### config.mk
export PLATFORM = sky130hd
export DESIGN_NAME = stc_selftest_cmd
export DESIGN_NICKNAME = d
export VERILOG_FILES = /design/src/shared/stc_pkg.sv /design/src/rtl/stc_sync3.sv /design/src/rtl/stc_selftest_cmd.sv
export SDC_FILE = /design/constraint.sdc
export NUM_CORES = 1
export LEC_CHECK = 0
export BUFFER_PORTS_ARGS = -buffer_cell sky130_fd_sc_hd__buf_2
export CORE_MARGIN = 2
export CORE_UTILIZATION = 45
export DETAILED_ROUTE_END_ITERATION = 6
export PLACE_DENSITY_LB_ADDON = 0.2
export SLEW_MARGIN = 10
export SYNTH_ARGS = -nofsm -noshare
export SYNTH_HDL_FRONTEND = slang
export SYNTH_SLANG_ARGS = --single-unit
### constraint.sdc
create_clock -name I_CORE_CLK -period 4.66 [get_ports I_CORE_CLK]
set_input_delay 0.466 -clock I_CORE_CLK [delete_from_list [all_inputs] [get_ports I_CORE_CLK]]
set_output_delay 0.466 -clock I_CORE_CLK [all_outputs]
set_load 0.02 [all_outputs]
### src/shared/stc_pkg.sv
// Package for the self-test command handler: codes, fields, bus map
package stc_pkg;
    localparam logic [3:0] CMD_DISABLE_ST = 4'hC;
    localparam logic [3:0] CMD_ENABLE_ST  = 4'hD;
    localparam logic [3:0] CMD_UNIMPL_14  = 4'hE;
    localparam logic [3:0] ADDR_GLOBAL    = 4'h0;
    // Command word fields: data[15:8], address[7:4], command[3:0]
    localparam int CMD_CODE_LSB  = 0;
    localparam int CMD_ADDR_LSB  = 4;
    localparam int CMD_DATA_LSB  = 8;
    // Response flag positions in the low byte, and the address field LSB
    localparam int RSP_ERR_BIT   = 1;
    localparam int RSP_ATTR_LSB  = 2;
    localparam int RSP_BSW_BIT   = 4;
    localparam int RSP_ST_BIT    = 5;
    localparam int RSP_HOLD_CAPACITOR_NODE_BIT  = 6;
    localparam int RSP_OTP_BIT   = 7;
    localparam int RSP_ADDR_LSB  = 12;
    // Wishbone register byte offsets
    localparam logic [3:0] OFF_CONFIG = 4'h0;
    localparam logic [3:0] OFF_STATUS = 4'h4;
    localparam logic [3:0] OFF_RESP   = 4'h8;
    // Config register fields
    localparam int CFG_ADDR_LSB  = 0;
    localparam int CFG_ATTR_LSB  = 4;
    localparam int CFG_BSW_BIT   = 6;
    localparam int CFG_OTP_BIT   = 7;
    localparam logic [7:0] CFG_RESET = 8'h00;
    localparam logic [1:0] DIS_COUNT_LOCK = 2'h2;
endpackage

### src/rtl/stc_sync3.sv
// Three-stage synchroniser with agreement filter for one level input
`timescale 1ns/1ps
module stc_sync3 (
    input  wire logic i_clk,
    input  wire logic i_srst,
    input  wire logic i_async,
    output logic      o_level
);
    logic [2:0] sh_reg;
    always_ff @(posedge i_clk) begin
        if (i_srst) begin
            sh_reg  <= 3'h0;
            o_level <= 1'b0;
        end else begin
            sh_reg <= {sh_reg[1:0], i_async};
            if (sh_reg[1] == sh_reg[2]) begin
                o_level <= sh_reg[2];
            end
        end
    end
endmodule

### src/rtl/stc_selftest_cmd.sv
// Self-test command handler: decode, lockout, response build, Wishbone regs
// Functional notes
// Short response has bits 14:8 zero, flags in 7:1, bit 0 zero.
// Long response carries address in 15:12, zeros 11:8, same low byte.
// Error flag reads 1 when an internal error is detected, else 0.
// Attribute bits are copied from the first configuration register.
// Bus switch bit reflects switch control, 1 means close the switch.
// Self-test flag is 1 while stimulus applied, 0 when disabled.
// Hold capacitor flag set while the monitor reports undervoltage.
// OTP enable flag reads 1 when user OTP programming is enabled.
// Two consecutive disable commands engage the self-test lockout.
// Lockout holds self-test off until undervoltage, clear or resets.
// Enable command accepted in both short and long formats.
// Enable command code is 1101.
// Enable command to global address 0000 is ignored.
// Command data byte only feeds the CRC check, nothing else.
// Command acted on only when its address matches device address; the code also acts on a disable to the global address.
// Accepted enable applies stimulus until a disable arrives.
// Enable under lockout leaves self-test off and flag cleared.
// Enable responses use the same layout as disable responses.
// Frames with command code 1110 are ignored.
// Disable command code is 1100.
// Disable to global address acts but sends no response.
// Accepted disable removes the self-test stimulus.
// Any other accepted command resets the consecutive disable count.
`timescale 1ns/1ps
module stc_selftest_cmd (
    input  wire logic        I_CORE_CLK,
    input  wire logic        I_SRST,
    // Frame layer: one-cycle strobe with a CRC-checked command word
    input  wire logic        I_CMD_VALID,
    input  wire logic [15:0] I_CMD_WORD,
    input  wire logic        I_CMD_LONG,
    input  wire logic        I_OTHER_CMD_ACCEPTED,
    input  wire logic        I_CLEAR_CMD,
    input  wire logic        I_INTERNAL_ERROR,
    input  wire logic        I_HOLD_CAPACITOR_NODE_UNDERVOLTAGE,
    // Wishbone classic slave
    input  wire logic        I_WB_CYC,
    input  wire logic        I_WB_STB,
    input  wire logic        I_WB_WE,
    input  wire logic [3:0]  I_WB_ADR,
    input  wire logic [3:0]  I_WB_SEL,
    input  wire logic [31:0] I_WB_DAT,
    output logic [31:0]      O_WB_DAT,
    output logic             O_WB_ACK,
    // Response and stimulus
    output logic             O_RSP_VALID,
    output logic [15:0]      O_RSP_WORD,
    output logic             O_RSP_LONG,
    output logic             O_SELFTEST_STIMULUS,
    output logic             O_BUS_SWITCH_CLOSE
);
    import stc_pkg::*;

    logic       hold_capacitor_node_uv;
    logic [7:0] cfg_reg;
    logic       st_reg;
    logic       lock_reg;
    logic [1:0] dis_cnt_reg;
    logic [1:0] dis_cnt_next;
    logic       st_next;
    logic       lock_next;

    // The undervoltage monitor is analogue and asynchronous to the core
    stc_sync3 u_hold_capacitor_node_sync (
        .i_clk   (I_CORE_CLK),
        .i_srst  (I_SRST),
        .i_async (I_HOLD_CAPACITOR_NODE_UNDERVOLTAGE),
        .o_level (hold_capacitor_node_uv)
    );

    // Command decode; the data byte is deliberately unused (CRC only)
    wire [3:0] cmd_code = I_CMD_WORD[CMD_CODE_LSB +: 4];
    wire [3:0] cmd_addr = I_CMD_WORD[CMD_ADDR_LSB +: 4];
    wire [3:0] dev_addr = cfg_reg[CFG_ADDR_LSB +: 4];
    wire       addr_hit = (cmd_addr == dev_addr);
    wire       is_glob  = (cmd_addr == ADDR_GLOBAL);
    wire       is_en    = (cmd_code == CMD_ENABLE_ST);
    wire       is_dis   = (cmd_code == CMD_DISABLE_ST);
    wire       is_unimp = (cmd_code == CMD_UNIMPL_14);
    // Both formats decode identically; I_CMD_LONG only sizes the reply
    wire       en_acc   = I_CMD_VALID && is_en && addr_hit && !is_glob
                          && !is_unimp;
    wire       dis_acc  = I_CMD_VALID && is_dis && (addr_hit || is_glob);
    wire       dis_rsp  = dis_acc && !is_glob;
    wire       lock_end = hold_capacitor_node_uv || I_CLEAR_CMD;

    // Disable count; another accepted command breaks the run
    // Count from the cleared value, so a clear beside a disable counts one
    always_comb begin
        dis_cnt_next = dis_cnt_reg;
        if (lock_end || en_acc || I_OTHER_CMD_ACCEPTED) begin
            dis_cnt_next = 2'h0;
        end
        if (dis_acc && dis_cnt_next != DIS_COUNT_LOCK) begin
            dis_cnt_next = dis_cnt_next + 2'h1;
        end
    end

    always_comb begin
        lock_next = lock_reg;
        if (dis_cnt_next == DIS_COUNT_LOCK) begin
            lock_next = 1'b1;
        end
        if (lock_end) begin
            lock_next = 1'b0;
        end
    end

    always_comb begin
        st_next = st_reg;
        if (en_acc && !lock_reg) begin
            st_next = 1'b1;
        end
        if (dis_acc || lock_next) begin
            st_next = 1'b0;
        end
    end

    // Response low byte, shared by both commands and both forms
    wire [7:0] rsp_low = {
        cfg_reg[CFG_OTP_BIT],
        hold_capacitor_node_uv,
        st_next,
        cfg_reg[CFG_BSW_BIT],
        cfg_reg[CFG_ATTR_LSB +: 2],
        I_INTERNAL_ERROR,
        1'b0
    };
    wire [15:0] rsp_short = {8'h00, rsp_low};
    wire [15:0] rsp_long  = {dev_addr, 4'h0, rsp_low};
    wire        rsp_fire  = en_acc || dis_rsp;

    always_ff @(posedge I_CORE_CLK) begin
        if (I_SRST) begin
            st_reg      <= 1'b0;
            lock_reg    <= 1'b0;
            dis_cnt_reg <= 2'h0;
        end else begin
            st_reg      <= st_next;
            lock_reg    <= lock_next;
            dis_cnt_reg <= dis_cnt_next;
        end
    end

    always_ff @(posedge I_CORE_CLK) begin
        if (I_SRST) begin
            O_RSP_VALID <= 1'b0;
            O_RSP_WORD  <= 16'h0000;
            O_RSP_LONG  <= 1'b0;
        end else begin
            O_RSP_VALID <= rsp_fire;
            if (rsp_fire) begin
                O_RSP_WORD <= I_CMD_LONG ? rsp_long : rsp_short;
                O_RSP_LONG <= I_CMD_LONG;
            end
        end
    end

    always_ff @(posedge I_CORE_CLK) begin
        if (I_SRST) begin
            O_SELFTEST_STIMULUS <= 1'b0;
            O_BUS_SWITCH_CLOSE  <= 1'b0;
        end else begin
            O_SELFTEST_STIMULUS <= st_next;
            O_BUS_SWITCH_CLOSE  <= cfg_reg[CFG_BSW_BIT];
        end
    end

    // Wishbone: one wait-free answer a cycle after the strobe
    wire        wb_req  = I_WB_CYC && I_WB_STB && !O_WB_ACK;
    wire        wb_wcfg = wb_req && I_WB_WE && I_WB_SEL[0]
                          && (I_WB_ADR == OFF_CONFIG);
    wire [31:0] status_word = {28'h0, lock_reg, st_reg, hold_capacitor_node_uv,
                               I_INTERNAL_ERROR};
    wire [31:0] rd_mux = (I_WB_ADR == OFF_CONFIG) ? {24'h0, cfg_reg} :
                         (I_WB_ADR == OFF_STATUS) ? status_word :
                         (I_WB_ADR == OFF_RESP)   ? {16'h0, O_RSP_WORD} :
                         32'h0000_0000;

    always_ff @(posedge I_CORE_CLK) begin
        if (I_SRST) begin
            cfg_reg <= CFG_RESET;
        end else if (wb_wcfg) begin
            cfg_reg <= I_WB_DAT[7:0];
        end
    end

    always_ff @(posedge I_CORE_CLK) begin
        if (I_SRST) begin
            O_WB_ACK <= 1'b0;
            O_WB_DAT <= 32'h0000_0000;
        end else begin
            O_WB_ACK <= wb_req;
            if (wb_req && !I_WB_WE) begin
                O_WB_DAT <= rd_mux;
            end
        end
    end
endmodule

==> results of run 1 <==
power by group through the flow:
stage / combinational, mW / sequential (mW) / clock (mW)
after global routing: 0.0769 / 0.372 / 0.254
after detailed placement: 0.0696 / 0.381 / 0
after CTS: 0.0695 / 0.372 / 0.241
after global placement: 0.0687 / 0.381 / 0
after floorplan: 0.0601 / 0.383 / 0
final: 0.0695 / 0.372 / 0.238
cell usage after synthesis, drive strengths merged (2+ instances only):
master,count
nand4b,2
xnor2,5
o211ai,3
nor2b,6
a221oi,4
buf,28
nor3,9
clkbuf,9
nand2,27
nor3b,2
o21ai,5
a21oi,20
dfxtp,43
nor2,24
nand3b,3
inv,2
a22oi,3
nor4,3
or2,2
mux2i,12
nand3,8
critical path, cell delays in order:
cell                       delay, ns
sky130_fd_sc_hd__buf_2          0.10
sky130_fd_sc_hd__nand4b_4       0.20
sky130_fd_sc_hd__or3b_1         0.43
sky130_fd_sc_hd__o211ai_1       0.25
sky130_fd_sc_hd__inv_1          0.08
sky130_fd_sc_hd__ha_1           0.19
sky130_fd_sc_hd__nor3_1         0.25
sky130_fd_sc_hd__a211o_1        0.18
sky130_fd_sc_hd__a21oi_2        0.06
sky130_fd_sc_hd__nor3b_1        0.19
final cells by class:
class / instances / area, um2 / area share, %
flip-flops and latches: 43 / 860.8 / 35.76
clock buffers: 5 / 68.82 / 2.859
well taps: 52 / 65.06 / 2.703
repair buffers: 59 / 295.3 / 12.27
clock inverters: 3 / 20.02 / 0.8316
multi-input cells: 173 / 1090 / 45.27
inverters: 2 / 7.507 / 0.3119
worst max path at each step:
stage	startpoint	endpoint	slack (ns)	cells past startpoint
after detailed placement	I_CMD_WORD[1]	O_SELFTEST_STIMULUS	2.17	10
after global placement	I_CMD_WORD[1]	O_SELFTEST_STIMULUS	2.24	10
after CTS	cfg_reg[0]	O_SELFTEST_STIMULUS	2.47	9
final	I_CMD_WORD[1]	O_SELFTEST_STIMULUS	2.49	10
after floorplan	I_CMD_WORD[1]	lock_reg	2.48	9
after global routing	cfg_reg[0]	O_SELFTEST_STIMULUS	2.23	9
through the flow:
stage / std cells / instance area, um2 / hold slack (ns) / utilization (%)
6_report: 337 / 2407 / 0.3706 / 54.17
3_5_place_dp: 329 / 2318 / 0.4226 / 52.17
3_3_place_gp: 329 / 2318 / 0.4212 / 52.17
5_1_grt: 337 / 2407 / 0.4059 / 54.17
2_1_floorplan: 255 / 2206 / 0.4138 / -
4_1_cts: 337 / 2407 / 0.3719 / 54.17
cell families after synthesis:
group,after synthesis,share of synthesized area (%)
other,1,0.1772
adder cells (fa/ha/maj),1,0.5913
XOR/XNOR,5,3.489
multiplexers,13,6.387
flip-flops,43,40.69
AND/OR/NAND/NOR,90,24.13
buffers and inverters,39,12.06
AO/OA/AOI/OAI,39,12.48
layer usage:
metal / GRT usage [%] / part of all wire, % / vias to the layer above
li1: - / - / 845
met1: 23.22 / 46 / 752
met2: 25.76 / 47 / 57
met3: 3.453 / 6.1 / 4
met4: 6.584 / 0.97 / 0
met5: 0 / 0 / -
==> results_tabular.tex, run 1 <==
\begin{tabular}{lr}
\hline
Metric & Value \\
\hline
\multicolumn{2}{l}{\textbf{Outcome}} \\
Status & finished clean \\
\multicolumn{2}{l}{\textbf{Pwr}} \\
Fraction of power spent switching nets & a little over a quarter \\
Proportion of power drawn by flip-flops and latches & 54.8\% \\
Overall power of the completed layout & 679.0 uW \\
Combinational fraction of design power & between 10\% and 20\% \\
Leakage power total & 1.027 nW \\
Highest ir drop seen on vdd & around 160 uV \\
Clk pwr share & 35.0\% \\
Total internal power & 495.9 uW \\
Switching Power & about 180 uW \\
Pwr dens & about 280 nW/um2 \\
\multicolumn{2}{l}{\textbf{Clock tree}} \\
Clock transition time at the flip-flop clock pins of the worst setup and hold paths & approximately 0.080 ns \\
Clock insertion delay at the later pin of the skew report & approximately 0.30 ns \\
Number of buffers on the longest clock path & 2 \\
Post-CTS sizing & 0 \\
Clk sinks & 43 \\
CTS tree & done \\
Num CTS Buffers & 5 \\
Cell at the root of the clock tree & sky130\_fd\_sc\_hd\_\_clkbuf\_8 \\
Post-CTS Setup Repair Bufs & 0 \\
CTS H-tree depth & 2 \\
Hold buffer count at CTS & 0 \\
\multicolumn{2}{l}{\textbf{Floorplanning}} \\
Rows & 24 \\
Die Footprint & $\sim$5300 um2 \\
Starting Density & 47.61\% \\
Die X & 72.57 um \\
Die height & 72.57 um \\
Floorplan Core Area & between 4000 and 5000 um2 \\
\# IOs & 120 \\
\multicolumn{2}{l}{\textbf{GRT}} \\
Wire length of the first global-routing pass & 6.810 mm \\
Gr ovfl total & 0 \\
Via count of the first global-routing pass & about 1400 \\
Overall fraction of global-route tracks in use & 16.81\% \\
Maximum number of pins on one net before global-route repair & 44 \\
Initial antenna violation count & 0 \\
\multicolumn{2}{l}{\textbf{Timing}} \\
Time the worst path needs with I/O delays and setup & approximately 2.2 ns \\
Final hold violation count & 0 \\
Peak Freq & 461.1 MHz \\
\# setup viols final & 0 \\
Setup repair after global routing missed its margin & false \\
Worst slew margin & 44.83\% \\
Setup skew after layout & 0.007206 ns \\
Share of the clock period used by the worst path after layout & 46.54\% \\
Worst Max-Slew Pin Slew & 0.8276 ns \\
Number of pins with negative max-slew slack in the final report & 0 \\
Final worst setup slack & $\sim$2.5 ns \\
Summed negative setup slack over all endpoints & 0 ns \\
\multicolumn{2}{l}{\textbf{Setup path}} \\
Worst reg-to-reg path cell count & 9 \\
Sort of element at the start of the critical path & input pin \\
Reg2reg setup slack & around 2.5 ns \\
Largest fanout of any net on the critical path & 5 \\
Critical R2R Launch & cfg\_reg[0] \\
Endpoint kind of the worst setup timing path & flip-flop \\
Reg-to-reg critical path endpoint & O\_SELFTEST\_STIMULUS \\
Arrival time at the worst endpoint & between 2 and 2.5 ns \\
Critical path class & input pin to flip-flop \\
Required @ worst endpoint & slightly below 5 ns \\
\multicolumn{2}{l}{\textbf{Synth}} \\
Top post-synthesis cells by area & sky130\_fd\_sc\_hd\_\_dfxtp\_1 (41\%), sky130\_fd\_sc\_hd\_\_buf\_4 (9.6\%), sky130\_fd\_sc\_hd\_\_mux2i\_1 (5.7\%), sky130\_fd\_sc\_hd\_\_nand2\_1 (3.9\%), sky130\_fd\_sc\_hd\_\_nor2\_1 (3.9\%) \\
Cell variety after synth & 45 \\
Top FF cell, synth & sky130\_fd\_sc\_hd\_\_dfxtp\_1 \\
Warnings from Yosys & 0 \\
Synthesized instance count & 231 \\
Combined area of all synthesized cells & 2116 um2 \\
Cell type contributing the most total cell area after synthesis & sky130\_fd\_sc\_hd\_\_dfxtp\_1 \\
Synthesized area divided by synthesized cell count & about 9.2 um2 \\
Total of flip-flops plus latches after synthesis & between 40 and 50 \\
EDFF count, synth & 0 \\
Area share of the largest cell type after synthesis & 40.69\% \\
Post-synthesis async set-or-reset flop share & 0\% \\
Sequential-to-total area share from yosys stat & between 40\% and 50\% \\
\multicolumn{2}{l}{\textbf{Layout}} \\
Area growth syn-to-layout & 13.78\% \\
Most frequent cells in the layout & sky130\_fd\_sc\_hd\_\_buf\_2 (59), sky130\_fd\_sc\_hd\_\_dfxtp\_1 (43), sky130\_fd\_sc\_hd\_\_conb\_1 (25) \\
Proportion of layout cells with a drive suffix above 1 & around a third \\
Most common library cell in the layout ignoring fill and taps & sky130\_fd\_sc\_hd\_\_buf\_2 \\
Flip-flop count of the largest register, all copies and words added & 12 \\
Final \#Nets & 352 \\
Filler Cell Count & roughly 450 \\
Antenna cell count & 0 \\
\multicolumn{2}{l}{\textbf{Routing}} \\
DRC marker count from the first detailed-route iteration & 90 \\
Routed WL per cell & around 13 um \\
Drt drc & 0 \\
Remaining antenna violation count & 0 \\
Number of optimization iterations in the first detailed-route pass & 4 \\
Count of vias placed by the detailed router & 1658 \\
Post-detailed-route via-to-cell ratio & 4.920 \\
DRT Wirelength & $\sim$4.4 mm \\
\multicolumn{2}{l}{\textbf{Hold path}} \\
Startpoint of the worst hold path & I\_HOLD\_CAPACITOR\_NODE\_UNDERVOLTAGE \\
Number of cells on the worst hold path & 2 \\
Terminating pin of the worst hold path & u\_hold\_capacitor\_node\_sync.sh\_reg[0] \\
Tightest Hold Check Type & input pin to flip-flop \\
\multicolumn{2}{l}{\textbf{Placed design}} \\
Port Buffers & 59 \\
Placer Congestion & around 0.8 \\
DP Wirelength & 3.265 mm \\
Placement Setup Slack & approximately 2.2 ns \\
\multicolumn{2}{l}{\textbf{Run}} \\
Number of max-cap violations & 0 \\
\hline
\end{tabular}
No activity file was read; power rests on OpenSTA's default activity.
==> run 2, diff against run 1 <==
Settings changed: ABC_AREA set to 1, CORE_UTILIZATION 45 to 44.
Clock period 4.66 ns to 2.1 ns, I/O delays scaled along.
==> run 2 against run 1 <==
  * Wire length grew 3.7%
  * Critical path depth grew 7
  * Final cell count grew 19%
  * Die area grew 1.4%
  * Design area grew 2.9%
  * Combinational power grew 120%
  * Core utilization shrank 1.0 points
  * Flip-flop and latch count is the same
  * Global-route usage grew 0.33 points
  * Register-to-register slack lost 2.3 ns
  * Sequential power grew 120%
  * First-iteration DRC count shrank 23%
  * Critical endpoint is now O_RSP_WORD[5]
  * Largest cell class unchanged
  * Highest routed layer unchanged
==> results_tabular.tex, run 2 <==
\begin{tabular}{lr}
\hline
Metric & Value \\
\hline
\multicolumn{2}{l}{\textbf{Floorplanning}} \\
Rows & 25 \\
Die height & about 73 um \\
Floorplan Core Area & 4661 um2 \\
Starting Density & 45.05\% \\
\# IOs & 120 \\
Die Footprint & between 5000 and 6000 um2 \\
Die X & between 70 and 80 um \\
\multicolumn{2}{l}{\textbf{Pwr}} \\
Combinational fraction of design power & 10.2\% \\
Pwr dens & about 590 nW/um2 \\
Highest ir drop seen on vdd & between 300 and 400 uV \\
Overall power of the completed layout & around 1.5 mW \\
Total internal power & between 1 and 1.5 mW \\
Switching Power & $\sim$370 uW \\
Clk pwr share & about 34\% \\
Proportion of power drawn by flip-flops and latches & a little under three fifths \\
Fraction of power spent switching nets & 25.39\% \\
Leakage power total & 1.213 nW \\
\multicolumn{2}{l}{\textbf{Setup path}} \\
Critical path's most frequent cell & sky130\_fd\_sc\_hd\_\_nand2\_1 \\
Required @ worst endpoint & 2.28 ns \\
Reg2reg setup slack & around 0.16 ns \\
Largest stage delay on the critical path & 0.37 ns \\
Endpoint kind of the worst setup timing path & flip-flop \\
Chain of cells forming the critical path & inv\_2, nand2\_1, nand2\_2, nor2\_4, nand3\_4, and3\_2, ha\_1, inv\_1, nand3\_2, inv\_2, nand2\_1, nand2\_1, nand2\_1, nand2\_1, nand2\_2, nand2\_2, a21oi\_2 \\
CP max-delay cell & sky130\_fd\_sc\_hd\_\_dfxtp\_4 \\
Critical path class & flip-flop to flip-flop \\
Critical R2R Launch & cfg\_reg[0] \\
Worst reg-to-reg path cell count & 17 \\
Arrival time at the worst endpoint & between 2 and 2.5 ns \\
Largest fanout of any net on the critical path & 4 \\
Sort of element at the start of the critical path & flip-flop \\
Reg-to-reg critical path endpoint & O\_RSP\_WORD[5] \\
\multicolumn{2}{l}{\textbf{Timing}} \\
Share of the clock period used by the worst path after layout & between 90 and 100\% \\
Number of pins with negative max-slew slack in the final report & 0 \\
Final hold violation count & 0 \\
Setup skew after layout & roughly 0.0052 ns \\
Time the worst path needs with I/O delays and setup & just under 2 ns \\
Peak Freq & $\sim$520 MHz \\
\# setup viols final & 0 \\
Worst Hold Margin & between 0.1 and 0.15 ns \\
\multicolumn{2}{l}{\textbf{Synth}} \\
Total of flip-flops plus latches after synthesis & 43 \\
Fraction of the mapped netlist area in adder cells & less than 1\% \\
Cell variety after synth & 29 \\
Synthesized area divided by synthesized cell count & 7.445 um2 \\
Sequential-to-total area share from yosys stat & around two fifths \\
EDFF count, synth & 0 \\
Top FF cell, synth & sky130\_fd\_sc\_hd\_\_dfxtp\_1 \\
Post-synthesis async set-or-reset flop share & 0\% \\
Combinational family with the most area after synthesis & simple AND/OR/NAND/NOR gates \\
Combined area of all synthesized cells & roughly 2100 um2 \\
Warnings from Yosys & 0 \\
Cell type contributing the most total cell area after synthesis & sky130\_fd\_sc\_hd\_\_dfxtp\_1 \\
Synthesized instance count & about 280 \\
Post-Synth XOR/XNOR Area & 0\% \\
Top post-synthesis cells by area & sky130\_fd\_sc\_hd\_\_dfxtp\_1 (41\%), sky130\_fd\_sc\_hd\_\_buf\_4 (8.9\%), sky130\_fd\_sc\_hd\_\_nand2\_1 (8.4\%), sky130\_fd\_sc\_hd\_\_nor2\_1 (6.8\%), sky130\_fd\_sc\_hd\_\_inv\_1 (5.2\%) \\
Most frequently used cell type in the post-synthesis netlist & sky130\_fd\_sc\_hd\_\_nand2\_1 \\
Multiplexer area fraction after synthesis & 0\% \\
Simple logic cell fraction of the synthesized area & between 20 and 30\% \\
Most numerous cell types in the synthesized netlist & sky130\_fd\_sc\_hd\_\_nand2\_1 (47), sky130\_fd\_sc\_hd\_\_dfxtp\_1 (43), sky130\_fd\_sc\_hd\_\_nor2\_1 (38) \\
Area share of the largest cell type after synthesis & $\sim$40\% \\
Synth Area in Compound Gates & 13.89\% \\
\multicolumn{2}{l}{\textbf{Layout}} \\
Antenna cell count & 0 \\
Flip-flop count of the largest register, all copies and words added & 12 \\
Most frequent cells in the layout & sky130\_fd\_sc\_hd\_\_buf\_2 (59), sky130\_fd\_sc\_hd\_\_nand2\_1 (47), sky130\_fd\_sc\_hd\_\_dfxtp\_1 (39) \\
Final instance area & around 2500 um2 \\
Proportion of layout cells with a drive suffix above 1 & about a third \\
Final cell count without fillers & 402 \\
Filler Cell Count & $\sim$480 \\
Area growth syn-to-layout & 17.94\% \\
Area of the multi-input gates & 972.2 um2 \\
Most common library cell in the layout ignoring fill and taps & sky130\_fd\_sc\_hd\_\_buf\_2 \\
Final \#Nets & just over 400 \\
Footprint of the flip-flops and latches & roughly 870 um2 \\
\multicolumn{2}{l}{\textbf{Hold path}} \\
Startpoint of the worst hold path & I\_HOLD\_CAPACITOR\_NODE\_UNDERVOLTAGE \\
Tightest Hold Check Type & input pin to flip-flop \\
Terminating pin of the worst hold path & u\_hold\_capacitor\_node\_sync.sh\_reg[0] \\
Number of cells on the worst hold path & 3 \\
\multicolumn{2}{l}{\textbf{Placed design}} \\
Port Buffers & 59 \\
Placer Congestion & between 0.8 and 0.9 \\
Cell area after placement & 2357 um2 \\
Inst Count DP & slightly below 400 \\
DP Wirelength & about 3.4 mm \\
\multicolumn{2}{l}{\textbf{Clock tree}} \\
CTS tree & done \\
Cell at the root of the clock tree & sky130\_fd\_sc\_hd\_\_clkbuf\_8 \\
Num CTS Buffers & 5 \\
Clock transition time at the flip-flop clock pins of the worst setup and hold paths & around 0.08 ns \\
Clk sinks & between 40 and 50 \\
Clock insertion delay at the later pin of the skew report & approximately 0.29 ns \\
CTS H-tree depth & 2 \\
Hold buffer count at CTS & 0 \\
Number of buffers on the longest clock path & 2 \\
\multicolumn{2}{l}{\textbf{Routing}} \\
DRT Wirelength & 4.509 mm \\
Post-detailed-route via-to-cell ratio & 4.689 \\
Highest metal used & met4 \\
Remaining antenna violation count & 0 \\
Met2 Routed Length & 2.103 mm \\
Routed WL per cell & 11.22 um \\
Count of vias placed by the detailed router & between 1500 and 2000 \\
Number of optimization iterations in the first detailed-route pass & 4 \\
Routed length on met3 & approximately 270 um \\
Post-Route M1 WL & about 2.1 mm \\
Drt drc & 0 \\
DRC marker count from the first detailed-route iteration & between 60 and 70 \\
\multicolumn{2}{l}{\textbf{GRT}} \\
Maximum number of pins on one net before global-route repair & 27 \\
Via count of the first global-routing pass & between 1500 and 2000 \\
Gr ovfl total & 0 \\
Wire length of the first global-routing pass & 7.072 mm \\
Overall fraction of global-route tracks in use & 17.14\% \\
Initial antenna violation count & 0 \\
\multicolumn{2}{l}{\textbf{Run}} \\
Number of max-cap violations & 0 \\
\multicolumn{2}{l}{\textbf{Outcome}} \\
Status & finished clean \\
\hline
\end{tabular}
[run 2: cell types whose count changed after synthesis, sizes merged, moves of 5 or more]
cell   before  now
inv         2   35
nand2      27   60
nor2       24   41
mux2i      12    0
o21ai       5   17
nor3        9    1
nor2b       6    0
xnor2       5    0
[run 2: logic make-up (layout without fill, tap and decap cells)]
| kind of cell | after synthesis | after routing |
|---|---|---|
| buffers and inverters | 69 | 111 |
| other | 1 | 25 |
| flip-flops | 43 | 43 |
| adder cells (fa/ha/maj) | 1 | 1 |
| AO/OA/AOI/OAI | 50 | 50 |
| AND/OR/NAND/NOR | 118 | 118 |
[run 2: critical path: cells and delay by family (launching register included)]
kind	cells	cell delay, ns
AO/OA/AOI/OAI	1	0.05
AND/OR/NAND/NOR	12	1.06
adder cells (fa/ha/maj)	1	0.17
buffers and inverters	3	0.17
flip-flops	1	0.37
[run 2: cell type report]
cell class	count	share of cell area, %
Tap cell	54	2.729
Timing Repair Buffer	66	14.05
Sequential cell	43	35.07
Clock buffer	7	3.082
Clock inverter	1	0.2021
Multi-Input combinational cell	194	39.26
Inverter	37	5.609
[run 2: worst max path at each step]
stage | startpoint | endpoint | slack [ns] | cells past startpoint
2_1_floorplan | cfg_reg[1] | O_RSP_WORD[5] | 0.30 | 17
3_3_place_gp | cfg_reg[0] | O_RSP_WORD[5] | 0.07 | 17
3_5_place_dp | cfg_reg[0] | O_RSP_WORD[5] | 0.06 | 17
4_1_cts | cfg_reg[0] | O_RSP_WORD[5] | 0.04 | 17
5_1_grt | cfg_reg[0] | O_RSP_WORD[5] | -0.02 | 17
6_report | cfg_reg[0] | O_RSP_WORD[5] | 0.16 | 17
[run 2: power groups by stage]
stage	Combinational [mW]	Sequential, mW	Clock [mW]
after floorplan	0.131	0.846	0
after CTS	0.147	0.824	0.514
after detailed placement	0.147	0.843	0
final	0.150	0.823	0.496
after global routing	0.168	0.823	0.542
after global placement	0.145	0.843	0
[run 2: layer usage]
layer	vias up	track usage (%)
met1	840	22.65
met4	0	5.556
li1	981	-
met2	59	27.43
met5	-	0
met3	5	4.144
[run 2: per-stage QoR]
stage                     setup TNS (ns)  setup WS [ns]  utilization [%]
after detailed placement               0        0.05941            50.58
after global routing            -0.02993       -0.01968            53.13
after global placement                 0        0.07314            50.58
after CTS                              0        0.04148            52.32
final                                  0         0.1605            53.13
after floorplan                        0         0.2992                -
[run 2: what timing repair did]
item,4_1_cts,5_1_grt
setup endpoints to repair,0,3
gates resized for setup,0,7
setup buffers,0,3
==> run 3, diff against run 2 <==
Settings changed: CAP_MARGIN set to 25, GPL_ROUTABILITY_DRIVEN set to 0, GPL_TIMING_DRIVEN set to 0.
==> run 3 against run 2 <==
  * Via count grew 3.6%
  * Non-clock buffer count increased by 25
  * Global-route usage grew 1.1 points
  * Final cell count up 6.2%
  * Clock power increased by 9.5%
  * Combinational power increased by 25%
  * Count of clock-buffer cells in the layout down 2
  * Flip-flop and latch count unchanged
  * Sequential power is essentially flat
  * First-iteration DRC count is 32% lower
  * Register-to-register slack barely moved
  * Die area unchanged
  * Highest routed layer unchanged
==> results_tabular.tex, run 3 (synthesized netlist as in run 2, its figures left out) <==
\begin{tabular}{lr}
\hline
Metric & Value \\
\hline
\multicolumn{2}{l}{\textbf{Outcome}} \\
Status & finished clean \\
\multicolumn{2}{l}{\textbf{Setup path}} \\
Endpoint kind of the worst setup timing path & flip-flop \\
Required @ worst endpoint & between 2 and 2.5 ns \\
Worst reg-to-reg path cell count & 17 \\
Sort of element at the start of the critical path & flip-flop \\
Largest fanout of any net on the critical path & 4 \\
Arrival time at the worst endpoint & around 2.1 ns \\
Critical R2R Launch & cfg\_reg[0] \\
Reg2reg setup slack & 0.16 ns \\
CP Depth & 17 \\
Combined buffer and inverter count along the critical path & 3 \\
Reg-to-reg critical path endpoint & O\_SELFTEST\_STIMULUS \\
Chain of cells forming the critical path & inv\_2, nand2\_1, nand2\_2, nor2\_4, nand3\_4, and3\_2, ha\_1, inv\_1, nand3\_2, clkinv\_1, nand2\_1, nand2\_1, nand2\_1, nand2\_1, nand2\_2, nand2\_2, nor2\_1 \\
CP max-delay cell & sky130\_fd\_sc\_hd\_\_dfxtp\_4 \\
CP delay by family, top & simple AND/OR/NAND/NOR gates \\
Critical path class & flip-flop to flip-flop \\
Critical path's most frequent cell & sky130\_fd\_sc\_hd\_\_nand2\_1 \\
Largest stage delay on the critical path & a little under 0.4 ns \\
\multicolumn{2}{l}{\textbf{Routing}} \\
Remaining antenna violation count & 0 \\
DRT Wirelength & between 4 and 5 mm \\
Number of optimization iterations in the first detailed-route pass & 4 \\
DRC marker count from the first detailed-route iteration & 47 \\
Count of vias placed by the detailed router & 1953 \\
Post-detailed-route via-to-cell ratio & around 4.6 \\
Drt drc & 0 \\
Routed WL per cell & roughly 11 um \\
\multicolumn{2}{l}{\textbf{Placed design}} \\
DP Wirelength & roughly 3.7 mm \\
Port Buffers & 58 \\
Cell area after placement & around 2500 um2 \\
Inst Count DP & roughly 420 \\
\multicolumn{2}{l}{\textbf{Timing}} \\
\# setup viols final & 0 \\
Summed negative setup slack over all endpoints & 0 ns \\
Setup skew after layout & between 0.007 and 0.008 ns \\
Time the worst path needs with I/O delays and setup & a little under 2 ns \\
Share of the clock period used by the worst path after layout & roughly 92\% \\
Final hold violation count & 0 \\
Worst Max-Slew Pin Slew & 0.5413 ns \\
Number of pins with negative max-slew slack in the final report & 0 \\
Peak Freq & a little over 500 MHz \\
Worst slew margin & between 60\% and 70\% \\
\multicolumn{2}{l}{\textbf{Layout}} \\
Final instance area & 2663 um2 \\
Proportion of layout cells with a drive suffix above 1 & 34.85\% \\
Final \#Nets & 440 \\
Flip-flop count of the largest register, all copies and words added & 12 \\
Most common library cell in the layout ignoring fill and taps & sky130\_fd\_sc\_hd\_\_buf\_2 \\
Most frequent cells in the layout & sky130\_fd\_sc\_hd\_\_buf\_2 (58), sky130\_fd\_sc\_hd\_\_nand2\_1 (47), sky130\_fd\_sc\_hd\_\_dfxtp\_1 (39) \\
Area growth syn-to-layout & 26.82\% \\
Final cell count without fillers & approximately 430 \\
Antenna cell count & 0 \\
\multicolumn{2}{l}{\textbf{Pwr}} \\
Leakage power total & about 1.3 nW \\
Pwr dens & $\sim$600 nW/um2 \\
Highest ir drop seen on vdd & a little under 400 uV \\
\multicolumn{2}{l}{\textbf{Floorplanning}} \\
Starting Density & 45.05\% \\
Die height & approximately 73 um \\
Die X & roughly 73 um \\
Floorplan Core Area & 4661 um2 \\
Die Footprint & approximately 5300 um2 \\
Rows & 25 \\
\# IOs & 120 \\
\multicolumn{2}{l}{\textbf{GRT}} \\
Via count of the first global-routing pass & 1689 \\
Maximum number of pins on one net before global-route repair & 16 \\
Wire length of the first global-routing pass & 7.527 mm \\
Initial antenna violation count & 0 \\
Gr ovfl total & 0 \\
Overall fraction of global-route tracks in use & 18.24\% \\
\multicolumn{2}{l}{\textbf{Run}} \\
Number of max-cap violations & 0 \\
\multicolumn{2}{l}{\textbf{Clock tree}} \\
CTS tree & done \\
Hold buffer count at CTS & 0 \\
Clock insertion delay at the later pin of the skew report & around 0.3 ns \\
Clk sinks & 43 \\
Cell at the root of the clock tree & sky130\_fd\_sc\_hd\_\_clkbuf\_8 \\
Num CTS Buffers & 5 \\
Clock transition time at the flip-flop clock pins of the worst setup and hold paths & 0.09 ns \\
CTS H-tree depth & 2 \\
Number of buffers on the longest clock path & 2 \\
\multicolumn{2}{l}{\textbf{Hold path}} \\
Tightest Hold Check Type & input pin to flip-flop \\
Number of cells on the worst hold path & 3 \\
Startpoint of the worst hold path & I\_HOLD\_CAPACITOR\_NODE\_UNDERVOLTAGE \\
Terminating pin of the worst hold path & u\_hold\_capacitor\_node\_sync.sh\_reg[0] \\
\hline
\end{tabular}
-- run 3: changes by cell type in the layout (fill, tap and decap cells not counted), sizes merged --
cell      previous run  this run
buf                 66        85
clkinvlp             0         2
clkbuf               7        11
-- run 3: cell type report --
type | count | area, um2
plain buffers | 32 | 225.2
flip-flops and latches | 43 | 868.3
clock inverters | 3 | 23.77
clock buffers | 5 | 68.82
repair buffers | 59 | 297.8
multi-input cells | 194 | 972.2
fillers | 457 | 1998
well taps | 54 | 67.56
inverters | 37 | 138.9
-- run 3: worst max-delay path by stage --
stage               startpoint             endpoint  slack (ns)
global placement    cfg_reg[0]  O_SELFTEST_STIMULUS        0.07
finish              cfg_reg[0]  O_SELFTEST_STIMULUS        0.16
detailed placement  cfg_reg[0]  O_SELFTEST_STIMULUS        0.06
global route        cfg_reg[0]  O_SELFTEST_STIMULUS      -0.007
floorplan           cfg_reg[1]        O_RSP_WORD[5]        0.30
CTS                 cfg_reg[0]  O_SELFTEST_STIMULUS        0.05
-- run 3: timing repair --
action | CTS | global route
gates resized for setup | 0 | 6
buffers inserted | 0 | 1
endpoints found under the setup margin | 0 | 3
-- run 3: where the power goes --
group          internal, mW  switching (mW)  leakage [nW]
Sequential            0.819         0.00318         0.349
Combinational        0.0734           0.114         0.935
Clock                 0.238           0.305        0.0408
-- run 3: through the flow --
step	utilization, %	power [mW]	hold WS [ns]	setup WS (ns)
after floorplan	-	0.9764	0.3170	0.2992
after global placement	54.66	1.024	0.3890	0.07128
after detailed placement	54.66	1.026	0.3961	0.05765
after CTS	56.64	1.564	0.1093	0.04891
after global routing	57.13	1.618	0.1238	-0.006846
final	57.13	1.553	0.1123	0.1595
-- run 3: per-layer routing --
metal / wire (um) / track usage (%) / vias to the layer above / share of wire (%)
met5: 0 / 0 / - / 0
met4: 70 / 6.173 / 0 / 1.5
met3: 246 / 3.729 / 6 / 5.2
met2: 2155 / 29.83 / 63 / 46
met1: 2224 / 23.90 / 860 / 47
li1: - / - / 1024 / -
-- run 3: worst register-to-register path: cells and delay by family (launching register included) --
family                     cells  cell delay, ns
adders and majority gates      1            0.17
buffers and inverters          3            0.17
DFF                            1            0.39
and+or+nand+nor               13            1.09
